File: config.mk
export PLATFORM = sky130hd
export DESIGN_NAME = fnbcfg_top
export DESIGN_NICKNAME = d
export VERILOG_FILES = /design/src/hw/fnbcfg_pkg.sv /design/src/hw/fnbcfg_top.sv
export VERILOG_INCLUDE_DIRS = /design/src /design/src/hw
export SDC_FILE = /design/constraint.sdc
export NUM_CORES = 1
export LEC_CHECK = 0
export BUFFER_PORTS_ARGS = -buffer_cell sky130_fd_sc_hd__buf_4
export CAP_MARGIN = 20
export CORE_ASPECT_RATIO = 2
export CORE_MARGIN = 2
export CORE_UTILIZATION = 30
export DETAILED_ROUTE_END_ITERATION = 6
export MAX_ROUTING_LAYER = met4
export RECOVER_POWER = 50
export SLEW_MARGIN = 20
export SYNTH_ARGS = -nofsm -noshare
export SYNTH_HDL_FRONTEND = slang
export SYNTH_SLANG_ARGS = --single-unit
export TNS_END_PERCENT = 5
File: constraint.sdc
create_clock -name SYS_CLK -period 2.7 [get_ports SYS_CLK]
set_clock_uncertainty 0.15 [all_clocks]
set_input_delay 0.405 -clock SYS_CLK [delete_from_list [all_inputs] [get_ports SYS_CLK]]
set_output_delay 0.405 -clock SYS_CLK [all_outputs]
set_load 0.02 [all_outputs]
File: src/hw/fnbcfg_consts.svh
// Purpose: offsets, field positions, reset values and codes of the node config decoder
// Assumes: included by bare name, definitions only
// Notes:   all register offsets are byte addresses of aligned 32-bit words
`ifndef FNBCFG_CONSTS_SVH
`define FNBCFG_CONSTS_SVH

`define FNBCFG_OFF_CTRL          8'h00
`define FNBCFG_OFF_DRV_RATE      8'h04
`define FNBCFG_OFF_DRV_STATION   8'h08
`define FNBCFG_OFF_SRV_STATION   8'h0C
`define FNBCFG_OFF_SRV_RATE      8'h10
`define FNBCFG_OFF_PLC_STATION   8'h14
`define FNBCFG_OFF_PLC_RATE      8'h18
`define FNBCFG_OFF_APPLY         8'h1C
`define FNBCFG_OFF_STATUS        8'h20
`define FNBCFG_OFF_CMD_SRC       8'h24

`define FNBCFG_RST_CTRL          2'h0
`define FNBCFG_RST_DRV_RATE      16'h138D
`define FNBCFG_RST_SRV_RATE      3'h5
`define FNBCFG_RST_STATION       7'h00
`define FNBCFG_RST_PLC_RATE      3'h5
`define FNBCFG_RST_CMD_SRC       4'h0

`define FNBCFG_CTRL_SRC_LSB      0
`define FNBCFG_CTRL_SRC_MSB      1
`define FNBCFG_CTRL_NO800_BIT    2
`define FNBCFG_APPLY_BIT         0
`define FNBCFG_ST_VALID_BIT      0
`define FNBCFG_ST_RESERVED_BIT   1
`define FNBCFG_ST_BADRATE_BIT    2
`define FNBCFG_ST_DUPOFF_BIT     3
`define FNBCFG_ST_COMM_BIT       4
`define FNBCFG_ST_RATE_LSB       8
`define FNBCFG_ST_STATION_LSB    16

`define FNBCFG_STATION_MIN       7'h01
`define FNBCFG_STATION_MAX       7'h3F
`define FNBCFG_DRV_DIGIT_DIV     16'h03E8
`define FNBCFG_DRV_DIGIT_MAX     16'h0006
`define FNBCFG_CMD_SRC_COMM      4'h2
`define FNBCFG_RATE_CODE_800     3'h6
`define FNBCFG_RATE_CODE_1000    3'h7

`endif

File: src/hw/fnbcfg_pkg.sv
// Purpose: types shared by the node config decoder
// Assumes: constants live in fnbcfg_consts.svh
// Notes:   rate code 0..7 = 20, 50, 100, 125, 250, 500, 800, 1000 kbit/s
package fnbcfg_pkg;

  typedef enum logic [1:0] {
    FNBCFG_SRC_SWITCH,
    FNBCFG_SRC_DRIVE,
    FNBCFG_SRC_SERVO,
    FNBCFG_SRC_PLC
  } fnbcfg_src_e;

  typedef enum logic [2:0] {
    FNBCFG_R20K,
    FNBCFG_R50K,
    FNBCFG_R100K,
    FNBCFG_R125K,
    FNBCFG_R250K,
    FNBCFG_R500K,
    FNBCFG_R800K,
    FNBCFG_R1000K
  } fnbcfg_rate_e;

  typedef struct packed {
    logic         valid;
    logic         reserved_addr;
    logic         bad_rate;
    logic [6:0]   station;
    fnbcfg_rate_e rate;
  } fnbcfg_cfg_s;

endpackage

File: src/hw/fnbcfg_top.sv
// Purpose: decode and validate station number and bit rate of a fieldbus node
// Assumes: APB slave on SYS_CLK, SRST synchronous active high, switches asynchronous
// Notes:   one source selected at a time; decoded result registered every clock
`timescale 1ns/1ps
`include "fnbcfg_consts.svh"

module fnbcfg_top (
  input  wire logic                 SYS_CLK,       // 10 MHz system clock
  input  wire logic                 SRST,          // synchronous reset, active high
  input  wire logic                 PSEL,          // apb select
  input  wire logic                 PENABLE,       // apb access phase
  input  wire logic                 PWRITE,        // apb write
  input  wire logic [7:0]           PADDR,         // apb byte address
  input  wire logic [31:0]          PWDATA,        // apb write data
  output logic      [31:0]          PRDATA,        // apb read data
  output logic                      PREADY,        // apb ready
  output logic                      PSLVERR,       // apb error on unmapped address
  input  wire logic [9:0]           SWITCH_FIELD,  // dip switches, bit 9 = rate sw 1
  input  wire logic                 DUP_SEEN,      // engine saw our station in use
  output fnbcfg_pkg::fnbcfg_cfg_s   CFG,           // decoded configuration
  output logic                      COMM_ENABLE,   // node may take part on the bus
  output logic                      CMD_FROM_BUS   // drive commands come over the bus
);

  // switch synchroniser: stage one feeds only stage two
  logic [9:0] sw_meta_reg;
  logic [9:0] sw_sync_reg;

  always_ff @(posedge SYS_CLK) begin
    if (SRST) begin
      sw_meta_reg <= 10'h000;
      sw_sync_reg <= 10'h000;
    end else begin
      sw_meta_reg <= SWITCH_FIELD;
      sw_sync_reg <= sw_meta_reg;
    end
  end

  // rate switch 1 is the code msb, address switch 1 is station bit 6
  logic [2:0] rate_switch_bits;
  logic [6:0] switch_station;

  assign rate_switch_bits = sw_sync_reg[9:7];
  assign switch_station   = sw_sync_reg[6:0];

  // software-visible state
  fnbcfg_pkg::fnbcfg_src_e src_reg;
  logic        no800_reg;
  logic [15:0] drv_rate_reg;
  logic [6:0]  drv_station_reg;
  logic [6:0]  srv_station_reg;
  logic [2:0]  srv_rate_reg;
  logic [6:0]  plc_station_pend_reg;
  logic [2:0]  plc_rate_pend_reg;
  logic [6:0]  plc_station_reg;
  logic [2:0]  plc_rate_reg;
  logic [3:0]  cmd_src_reg;
  logic        dup_off_reg;

  logic acc;
  logic wr_en;
  logic rd_en;
  logic mapped;
  logic ctrl_wr;

  // write lands at the end of the first access cycle, on the same edge that raises ready; no abort possible
  assign acc     = PSEL & PENABLE & ~PREADY;
  assign wr_en   = acc & PWRITE & mapped;
  assign rd_en   = acc & ~PWRITE;
  assign ctrl_wr = wr_en && PADDR == `FNBCFG_OFF_CTRL;

  always_comb begin
    case (PADDR)
      `FNBCFG_OFF_CTRL,
      `FNBCFG_OFF_DRV_RATE,
      `FNBCFG_OFF_DRV_STATION,
      `FNBCFG_OFF_SRV_STATION,
      `FNBCFG_OFF_SRV_RATE,
      `FNBCFG_OFF_PLC_STATION,
      `FNBCFG_OFF_PLC_RATE,
      `FNBCFG_OFF_APPLY,
      `FNBCFG_OFF_STATUS,
      `FNBCFG_OFF_CMD_SRC: mapped = 1'b1;
      default:             mapped = 1'b0;
    endcase
  end

  always_ff @(posedge SYS_CLK) begin
    if (SRST) begin
      src_reg   <= fnbcfg_pkg::fnbcfg_src_e'(`FNBCFG_RST_CTRL);
      no800_reg <= 1'b0;
    end else if (ctrl_wr) begin
      src_reg   <= fnbcfg_pkg::fnbcfg_src_e'(PWDATA[`FNBCFG_CTRL_SRC_MSB:`FNBCFG_CTRL_SRC_LSB]);
      no800_reg <= PWDATA[`FNBCFG_CTRL_NO800_BIT];
    end
  end

  // drive and servo parameters act on the next decode, no restart needed
  // wr_en already excludes unmapped offsets, so a stray write never lands
  always_ff @(posedge SYS_CLK) begin
    if (SRST) begin
      drv_rate_reg    <= `FNBCFG_RST_DRV_RATE;
      drv_station_reg <= `FNBCFG_RST_STATION;
      srv_station_reg <= `FNBCFG_RST_STATION;
      srv_rate_reg    <= `FNBCFG_RST_SRV_RATE;
      cmd_src_reg     <= `FNBCFG_RST_CMD_SRC;
    end else if (wr_en) begin
      case (PADDR)
        `FNBCFG_OFF_DRV_RATE:    drv_rate_reg    <= PWDATA[15:0];
        `FNBCFG_OFF_DRV_STATION: drv_station_reg <= PWDATA[6:0];
        `FNBCFG_OFF_SRV_STATION: srv_station_reg <= PWDATA[6:0];
        `FNBCFG_OFF_SRV_RATE:    srv_rate_reg    <= PWDATA[2:0];
        `FNBCFG_OFF_CMD_SRC:     cmd_src_reg     <= PWDATA[3:0];
        default: begin
        end
      endcase
    end
  end

  // controller values wait in a pending copy until restart or apply
  always_ff @(posedge SYS_CLK) begin
    if (SRST) begin
      plc_station_pend_reg <= `FNBCFG_RST_STATION;
      plc_rate_pend_reg    <= `FNBCFG_RST_PLC_RATE;
    end else if (wr_en && PADDR == `FNBCFG_OFF_PLC_STATION) begin
      plc_station_pend_reg <= PWDATA[6:0];
    end else if (wr_en && PADDR == `FNBCFG_OFF_PLC_RATE) begin
      plc_rate_pend_reg    <= PWDATA[2:0];
    end
  end

  // a reset counts as a restart, so the pending copy is loaded one cycle later
  logic boot_reg;
  logic plc_apply;

  // apply strobe stands in for downloading the running program again
  assign plc_apply = wr_en && PADDR == `FNBCFG_OFF_APPLY && PWDATA[`FNBCFG_APPLY_BIT];

  always_ff @(posedge SYS_CLK) begin
    if (SRST) begin
      boot_reg        <= 1'b1;
      plc_station_reg <= `FNBCFG_RST_STATION;
      plc_rate_reg    <= `FNBCFG_RST_PLC_RATE;
    end else begin
      boot_reg <= 1'b0;
      if (boot_reg || plc_apply) begin
        plc_station_reg <= plc_station_pend_reg;
        plc_rate_reg    <= plc_rate_pend_reg;
      end
    end
  end

  // duplicate shutdown is sticky; a new report beats a clear in the same cycle
  logic dup_clr;

  assign dup_clr = wr_en && PADDR == `FNBCFG_OFF_STATUS && PWDATA[`FNBCFG_ST_DUPOFF_BIT];

  always_ff @(posedge SYS_CLK) begin
    if (SRST) begin
      dup_off_reg <= 1'b0;
    end else if (DUP_SEEN) begin
      dup_off_reg <= 1'b1;
    end else if (dup_clr) begin
      dup_off_reg <= 1'b0;
    end
  end

  // thousands digit by compares against each step; a 16-bit divider costs far more
  logic [9:1]  drv_step;
  logic [15:0] drv_digit;

  for (genvar k = 1; k <= 9; k++) begin : g_drv_step
    assign drv_step[k] = drv_rate_reg >= 16'(k * `FNBCFG_DRV_DIGIT_DIV);
  end

  // ten thousand and more still counts as digit 9, so it stays refused
  always_comb begin
    drv_digit = 16'h0000;
    for (int j = 1; j <= 9; j++) begin
      if (drv_step[j]) begin
        drv_digit = 16'(j);
      end
    end
  end

  // digits 0..5 keep their code, 6 means 1000 kbit/s, 7..9 are refused
  logic [2:0] drv_rate_code;
  logic       drv_rate_ok;

  always_comb begin
    drv_rate_code = drv_digit[2:0];
    drv_rate_ok   = drv_digit <= `FNBCFG_DRV_DIGIT_MAX;
    if (drv_digit == `FNBCFG_DRV_DIGIT_MAX) begin
      drv_rate_code = `FNBCFG_RATE_CODE_1000;
    end
  end

  // a servo without 800 kbit/s falls back to 1000 kbit/s on code 6
  logic [2:0] srv_rate_code;

  always_comb begin
    srv_rate_code = srv_rate_reg;
    if (no800_reg && srv_rate_reg == `FNBCFG_RATE_CODE_800) begin
      srv_rate_code = `FNBCFG_RATE_CODE_1000;
    end
  end

  // decode of the selected source
  logic [6:0]  sel_station;
  logic [2:0]  sel_rate;
  logic        sel_rate_ok;

  always_comb begin
    sel_station = `FNBCFG_RST_STATION;
    sel_rate    = 3'h0;
    sel_rate_ok = 1'b0;
    case (src_reg)
      fnbcfg_pkg::FNBCFG_SRC_SWITCH: begin
        sel_station = switch_station;
        sel_rate    = rate_switch_bits;
        sel_rate_ok = 1'b1;
      end
      fnbcfg_pkg::FNBCFG_SRC_DRIVE: begin
        sel_station = drv_station_reg;
        sel_rate    = drv_rate_code;
        sel_rate_ok = drv_rate_ok;
      end
      fnbcfg_pkg::FNBCFG_SRC_SERVO: begin
        sel_station = srv_station_reg;
        sel_rate    = srv_rate_code;
        sel_rate_ok = 1'b1;
      end
      fnbcfg_pkg::FNBCFG_SRC_PLC: begin
        sel_station = plc_station_reg;
        sel_rate    = plc_rate_reg;
        sel_rate_ok = 1'b1;
      end
      default: begin
        sel_rate_ok = 1'b0;
      end
    endcase
  end

  logic sel_addr_ok;

  // 0 and 64..127 both fall outside 1..63
  assign sel_addr_ok = sel_station >= `FNBCFG_STATION_MIN &&
                       sel_station <= `FNBCFG_STATION_MAX;

  // registered result; valid low from reset until a legal decode
  always_ff @(posedge SYS_CLK) begin
    if (SRST) begin
      CFG <= '0;
    end else begin
      CFG.valid         <= sel_addr_ok & sel_rate_ok;
      CFG.reserved_addr <= ~sel_addr_ok;
      CFG.bad_rate      <= ~sel_rate_ok;
      CFG.station       <= sel_station;
      CFG.rate          <= fnbcfg_pkg::fnbcfg_rate_e'(sel_rate);
    end
  end

  // one rate for the whole network is the integrator's job; we only report ours
  always_ff @(posedge SYS_CLK) begin
    if (SRST) begin
      COMM_ENABLE  <= 1'b0;
      CMD_FROM_BUS <= 1'b0;
    end else begin
      COMM_ENABLE  <= sel_addr_ok & sel_rate_ok & ~dup_off_reg & ~DUP_SEEN;
      CMD_FROM_BUS <= cmd_src_reg == `FNBCFG_CMD_SRC_COMM;
    end
  end

  // read mux
  // apply and unmapped offsets read zero
  logic [31:0] rd_mux;

  always_comb begin
    rd_mux = 32'h0000_0000;
    case (PADDR)
      `FNBCFG_OFF_CTRL: begin
        rd_mux[`FNBCFG_CTRL_SRC_MSB:`FNBCFG_CTRL_SRC_LSB] = src_reg;
        rd_mux[`FNBCFG_CTRL_NO800_BIT] = no800_reg;
      end
      `FNBCFG_OFF_DRV_RATE:    rd_mux[15:0] = drv_rate_reg;
      `FNBCFG_OFF_DRV_STATION: rd_mux[6:0]  = drv_station_reg;
      `FNBCFG_OFF_SRV_STATION: rd_mux[6:0]  = srv_station_reg;
      `FNBCFG_OFF_SRV_RATE:    rd_mux[2:0]  = srv_rate_reg;
      `FNBCFG_OFF_PLC_STATION: rd_mux[6:0]  = plc_station_pend_reg;
      `FNBCFG_OFF_PLC_RATE:    rd_mux[2:0]  = plc_rate_pend_reg;
      `FNBCFG_OFF_CMD_SRC:     rd_mux[3:0]  = cmd_src_reg;
      `FNBCFG_OFF_STATUS: begin
        rd_mux[`FNBCFG_ST_VALID_BIT]    = CFG.valid;
        rd_mux[`FNBCFG_ST_RESERVED_BIT] = CFG.reserved_addr;
        rd_mux[`FNBCFG_ST_BADRATE_BIT]  = CFG.bad_rate;
        rd_mux[`FNBCFG_ST_DUPOFF_BIT]   = dup_off_reg;
        rd_mux[`FNBCFG_ST_COMM_BIT]     = COMM_ENABLE;
        rd_mux[`FNBCFG_ST_RATE_LSB +: 3]    = CFG.rate;
        rd_mux[`FNBCFG_ST_STATION_LSB +: 7] = CFG.station;
      end
      default: begin
      end
    endcase
  end

  // one wait state: ready rises in the second access cycle
  // error stands for the ready cycle only; read data holds until the next access
  always_ff @(posedge SYS_CLK) begin
    if (SRST) begin
      PREADY  <= 1'b0;
      PSLVERR <= 1'b0;
      PRDATA  <= 32'h0000_0000;
    end else begin
      PREADY  <= acc;
      PSLVERR <= acc & ~mapped;
      if (rd_en && mapped) begin
        PRDATA <= rd_mux;
      end else if (acc) begin
        PRDATA <= 32'h0000_0000;
      end
    end
  end

endmodule

# Yosys cells after proc, flatten, opt, wreduce, memory -nomap -nowiden
# Cells that the tools add are included.
# op_classes
n_lt_le_gt_ge,12
eq_ne,15
muxes,28
bitwise,17
reduce_logical,23
# op_table
cell,count
two-way mux 16 bit,8
>= comparator 16 x 13 -> 1 bit (second input constant),4
two-way mux 23 bit,2
equality test 8 x 5 -> 1 bit (second input constant),4
>= comparator 16 x 12 -> 1 bit (second input constant),2
case mux 7 bit (4 select lines),1
case mux 3 bit (9 select lines),1
equality test 16 x 3 -> 1 bit (second input constant),1
equality test 8 x 4 -> 1 bit (second input constant),2
equality test 8 x 6 -> 1 bit (second input constant),2
>= comparator 16 x 10 -> 1 bit (second input constant),1
>= comparator 16 x 11 -> 1 bit (second input constant),1
>= comparator 16 x 14 -> 1 bit (second input constant),1
less-or-equal comparator 16 x 3 -> 1 bit (second input constant),1
case mux 3 bit (4 select lines),1
AND reduction 2 bit,6
logical AND 1 bit,10
OR reduction 10 bit,1
AND 1 bit,9
equality test 8 x 3 -> 1 bit (second input constant),1
logical NOT 8 bit,1
inverter 1 bit,8
case mux 2 bit (4 select lines),1
>= comparator 7 x 1 -> 1 bit (second input constant),1
other kinds (17),25
# word_totals
inputBits,56
output_inout_bits,49
wordCells,120
register_bits,122

# Depth between registers and ports, before layout
# logic_depth
ltp_word,15
mapped_depth,8
ltp_nobuf,5

# Least setup slack after synthesis
# OpenSTA, ideal clock, no wires.
# synth_timing
path_kind,input port to flip-flop
start,input PADDR[5]
end,register drv_rate_reg[12]
setup_time_ns,0.122
n_path_buf,4
cell_stages,8
slack_ns,0.501
t_arrival_ns,1.926
cell_sequence,buf_6 -> or4_1 -> buf_6 -> or3_1 -> buf_6 -> buf_6 -> nand2_1 -> nand3b_1
# synth_between
elab_chain_len,5
elab_cells_between_ends,14
# synth_lines
element,line,text
start: declaration,fnbcfg_top.sv:13,"input wire logic [7:0] PADDR,"
"equality test 8 x 5 -> 1 bit, or another cell as far along",fnbcfg_top.sv:73,case (PADDR)
OR reduction 10 bit,fnbcfg_top.sv:73,
two-way mux 1 bit,fnbcfg_top.sv:73,
AND 1 bit,fnbcfg_top.sv:68,assign wr_en = acc & PWRITE & mapped;
AND reduction 2 bit (no line) *,--,
end signal: assignment,fnbcfg_top.sv:102,drv_rate_reg <= `FNBCFG_RST_DRV_RATE;
end signal: assignment,fnbcfg_top.sv:109,`FNBCFG_OFF_DRV_RATE: drv_rate_reg <= PWDATA[15:0];
end: declaration,fnbcfg_top.sv:49,logic [15:0] drv_rate_reg;
# Every way passes the cells marked *; elsewhere a longest branch is shown, timed or not.
# A chain may end at the register's enable or synchronous reset.

# Final worst setup path
# layout_timing
start,register src_reg[1]
end,register COMM_ENABLE
# layout_between
elab_chain_len,7
elab_cells_between_ends,13
# layout_lines
element,line,text
start: declaration,fnbcfg_top.sv:47,fnbcfg_pkg::fnbcfg_src_e src_reg;
start signal: assignment,fnbcfg_top.sv:90,src_reg <= fnbcfg_pkg::fnbcfg_src_e'(`FNBCFG_RST_CTRL);
start signal: assignment,fnbcfg_top.sv:93,src_reg <= fnbcfg_pkg::fnbcfg_src_e'(PWDATA[`FNBCFG_CTRL_SRC_MSB:`FNBCFG_CTRL_SRC_LSB]);
"equality test 2 bit, or another cell as far along",fnbcfg_top.sv:217,case (src_reg)
case mux 7 bit (4 select lines),fnbcfg_top.sv:217,
>= comparator 7 x 1 -> 1 bit (no line) / less-or-equal comparator 7 x 6 -> 1 bit (equally long branches),--,
logical AND 1 bit (no line),--,
AND 1 bit * (3 in a row),fnbcfg_top.sv:269,COMM_ENABLE <= sel_addr_ok & sel_rate_ok & ~dup_off_reg & ~DUP_SEEN;
end signal: assignment,fnbcfg_top.sv:269,
end: declaration,fnbcfg_top.sv:21,"output logic COMM_ENABLE,"
# Marks and branches as above.

==> metrics <==
clock network fraction of total power 51.7%; count of clock tree sinks 122; GRT Overall Usage 18.66%; clock insertion delay at the later pin of the skew report 0.41 ns; # placed instances 841; Crit Path Class flip-flop to flip-flop; clock edge transition at the registers on the reported setup and hold paths 0.06 ns; post-synthesis to final-layout area growth 23.10%; post-route setup slack 0.2913 ns; first-pass GRT wire length 26,720 um; Worst Hold Margin 0.05842 ns; input/output buffers 79; pin count of the biggest net entering global routing 64; clock buffers created by TritonCTS 17; largest buffer count on any clock path 2; multi-input combinational cell area 0.002689 mm^2; vias in the first global route 4,777; achievable clock frequency 415.2 MHz; final worst-path cycle share 89.21%; Antenna Diode Count 0; netlist area before placement 0.005394 mm^2; commonest cells after routing, fill and taps aside dfxtp_1, nor2_1, buf_4; remaining routing DRC violations 0; combinational family with the most area after synthesis simple AND/OR/NAND/NOR gates; area share of fa/ha/maj cells after synthesis 0%; cell with the biggest individual delay on the critical path dfxtp_1; net switching power figure 1.004 mW; number of DRC markers after the initial detailed-route iteration 218; arrival time of the worst setup path 2.61 ns; Cells after Synth 570; type of the most critical hold path input port to flip-flop; number of placed I/O pins 105; critical path launch point type flip-flop; standard-cell rows 69; compound-gate portion of the synthesized area 13.41%; aggregate negative setup slack 0 ns; Final Slew Violations 0; part of the total power dissipated in combinational logic 5.7%; actual slew at the worst max-slew pin 1.186 ns; TritonRoute pass-1 iters 5; Filler cells 1,782; area of the core region 0.01770 mm^2; y dimension of the die 193.6 um; number of warnings issued by yosys 0; CP Cell Sequence mux4_2 -> nor4_1 -> a21oi_1 -> and3_1; max reg flops 23; proportion of synthesized area in mux cells 12.09%; power per cell area 649.2 mW/mm^2; per-instance average area after synthesis 9.463 um^2; most common library cell in the layout ignoring fill and taps dfxtp_1; Initial Utilization 30.48%; max-cap viol count 0; residual overflow from global routing 0; setup repair after global routing missed its margin false; FF+latch area 0.002442 mm^2; final standard cell count with taps included and fillers excluded 873; width of the die 98.82 um; Lkg Pwr 2.481 nW; master cell of the clock root buffer clkbuf_16; maximum fanout count along the critical path 17; hold_buf cts 0; net switching share of the total power 23.28%; portion of total power attributed to sequential cells 42.6%; status finished, final reports clean; routability congestion estimate from global placement 0.9580; total of flip-flops plus latches after synthesis 122; H-tree Lvls 4; sum of routed wire length over all layers 17,030 um; internal power contribution 3.307 mW; minimum clock period 2.409 ns; category of the worst setup path capture point flip-flop; TritonCTS clock tree yes; worst setup slack after placement 0.3211 ns; asr flop ratio synth 0%; Detail Placement HPWL 13,060 um; final hold violations 0; top_reg_cell synth dfxtp_1; number of distinct library cells after synthesis 64; Slew Limit Headroom 20.95%; area fraction in and, or, nand and nor cells after synthesis 23.73%; share of final-layout standard cells stronger than drive strength 1 17.88%; post-synthesis xor/xnor area fraction 0%; setup bufs post-CTS 0; Antenna Violating Nets Remaining 0; NumNets Final 703; average vias per placed instance 5.310; Slowest Stage Delay on Critical Path 0.82 ns; antenna violations before repair 0; IR Drop Worst-Case VDD 0.3125 mV; CTS-repair resized insts 0; final setup fails 0; required time at the worst-slack endpoint 2.90 ns; number of flops mapped to enable cells by yosys 0; number of vias after detailed routing 4,636; area enclosed by the die boundary 0.01913 mm^2; share of the yosys chip area belonging to registers 45.28%; average routed wire per standard cell 19.51 um
==> per-stage QoR <==
step	utilization (%)	cell area, um^2	total power, mW
after floorplan	-	5424	2.020
after global placement	35.21	6231	2.129
after detailed placement	35.21	6231	2.130
after CTS	38.51	6815	4.366
after global routing	37.52	6640	4.449
final	37.52	6640	4.311
==> worst paths after layout <==
path,cells past startpoint,startpoint,slack (ns),endpoint
worst max-delay path,4,src_reg[1],0.29,COMM_ENABLE
worst min-delay path,2,SWITCH_FIELD[1],0.06,sw_meta_reg[1]
worst max register to register,4,src_reg[1],0.29,COMM_ENABLE
worst min register to register,1,sw_meta_reg[2],0.28,sw_sync_reg[2]
==> worst max-delay path: cells and delay by family, from the launching register on <==
| kind | cells | cell delay (ns) |
|---|---|---|
| compound gates | 1 | 0.64 |
| flops | 1 | 0.82 |
| mux | 1 | 0.41 |
| simple gates | 2 | 0.32 |
==> power by group through the flow <==
stage	Clock, mW	Sequential [mW]	Combinational [mW]
CTS	2.27	1.84	0.255
global placement	0	1.88	0.253
finish	2.23	1.84	0.244
floorplan	0	1.88	0.138
global route	2.35	1.84	0.260
detailed placement	0	1.88	0.254
==> logic make-up (layout without fill, tap and decap cells) <==
| family | after synthesis | count (layout) |
|---|---|---|
| flops | 122 | 122 |
| other cells | 1 | 9 |
| simple gates | 229 | 229 |
| compound gates | 104 | 104 |
| mux | 56 | 56 |
| buf+inv | 58 | 140 |
==> cells in the mapped netlist (all sizes together), types with 5 or more instances <==
| master | n | area share (%) |
|---|---|---|
| a21oi | 24 | 2.2 |
| a22o | 5 | 0.81 |
| a22oi | 21 | 2.9 |
| buf | 19 | 2.7 |
| clkbuf | 35 | 2.4 |
| dfxtp | 122 | 45 |
| mux2i | 46 | 8.5 |
| mux4 | 7 | 2.9 |
| nand2 | 51 | 3.6 |
| nand3 | 7 | 0.65 |
| nand3b | 10 | 1.4 |
| nor2 | 71 | 4.9 |
| nor2b | 32 | 3.7 |
| nor3 | 15 | 2.4 |
| nor4 | 8 | 1.7 |
| nor4b | 5 | 0.81 |
| o21ai | 14 | 1.3 |
| or3 | 5 | 0.58 |
| or4 | 5 | 0.70 |
==> metal layers <==
layer	part of all wire, %	up-vias	global-route usage, %
met5	0	-	-
met4	6.4	0	13.24
met3	3.1	48	3.136
met2	56	142	33.76
met1	34	2260	17.16
li1	-	2186	-
==> final cells by class <==
type	instances	area share [%]
Sequential cell	122	36.78
Tap cell	213	4.014
Clock inverter	12	2.073
Timing Repair Buffer	104	9.685
Clock buffer	20	6.727
Inverter	4	0.2261
Multi-Input combinational cell	398	40.49
Power figures use the tool's default switching activity.
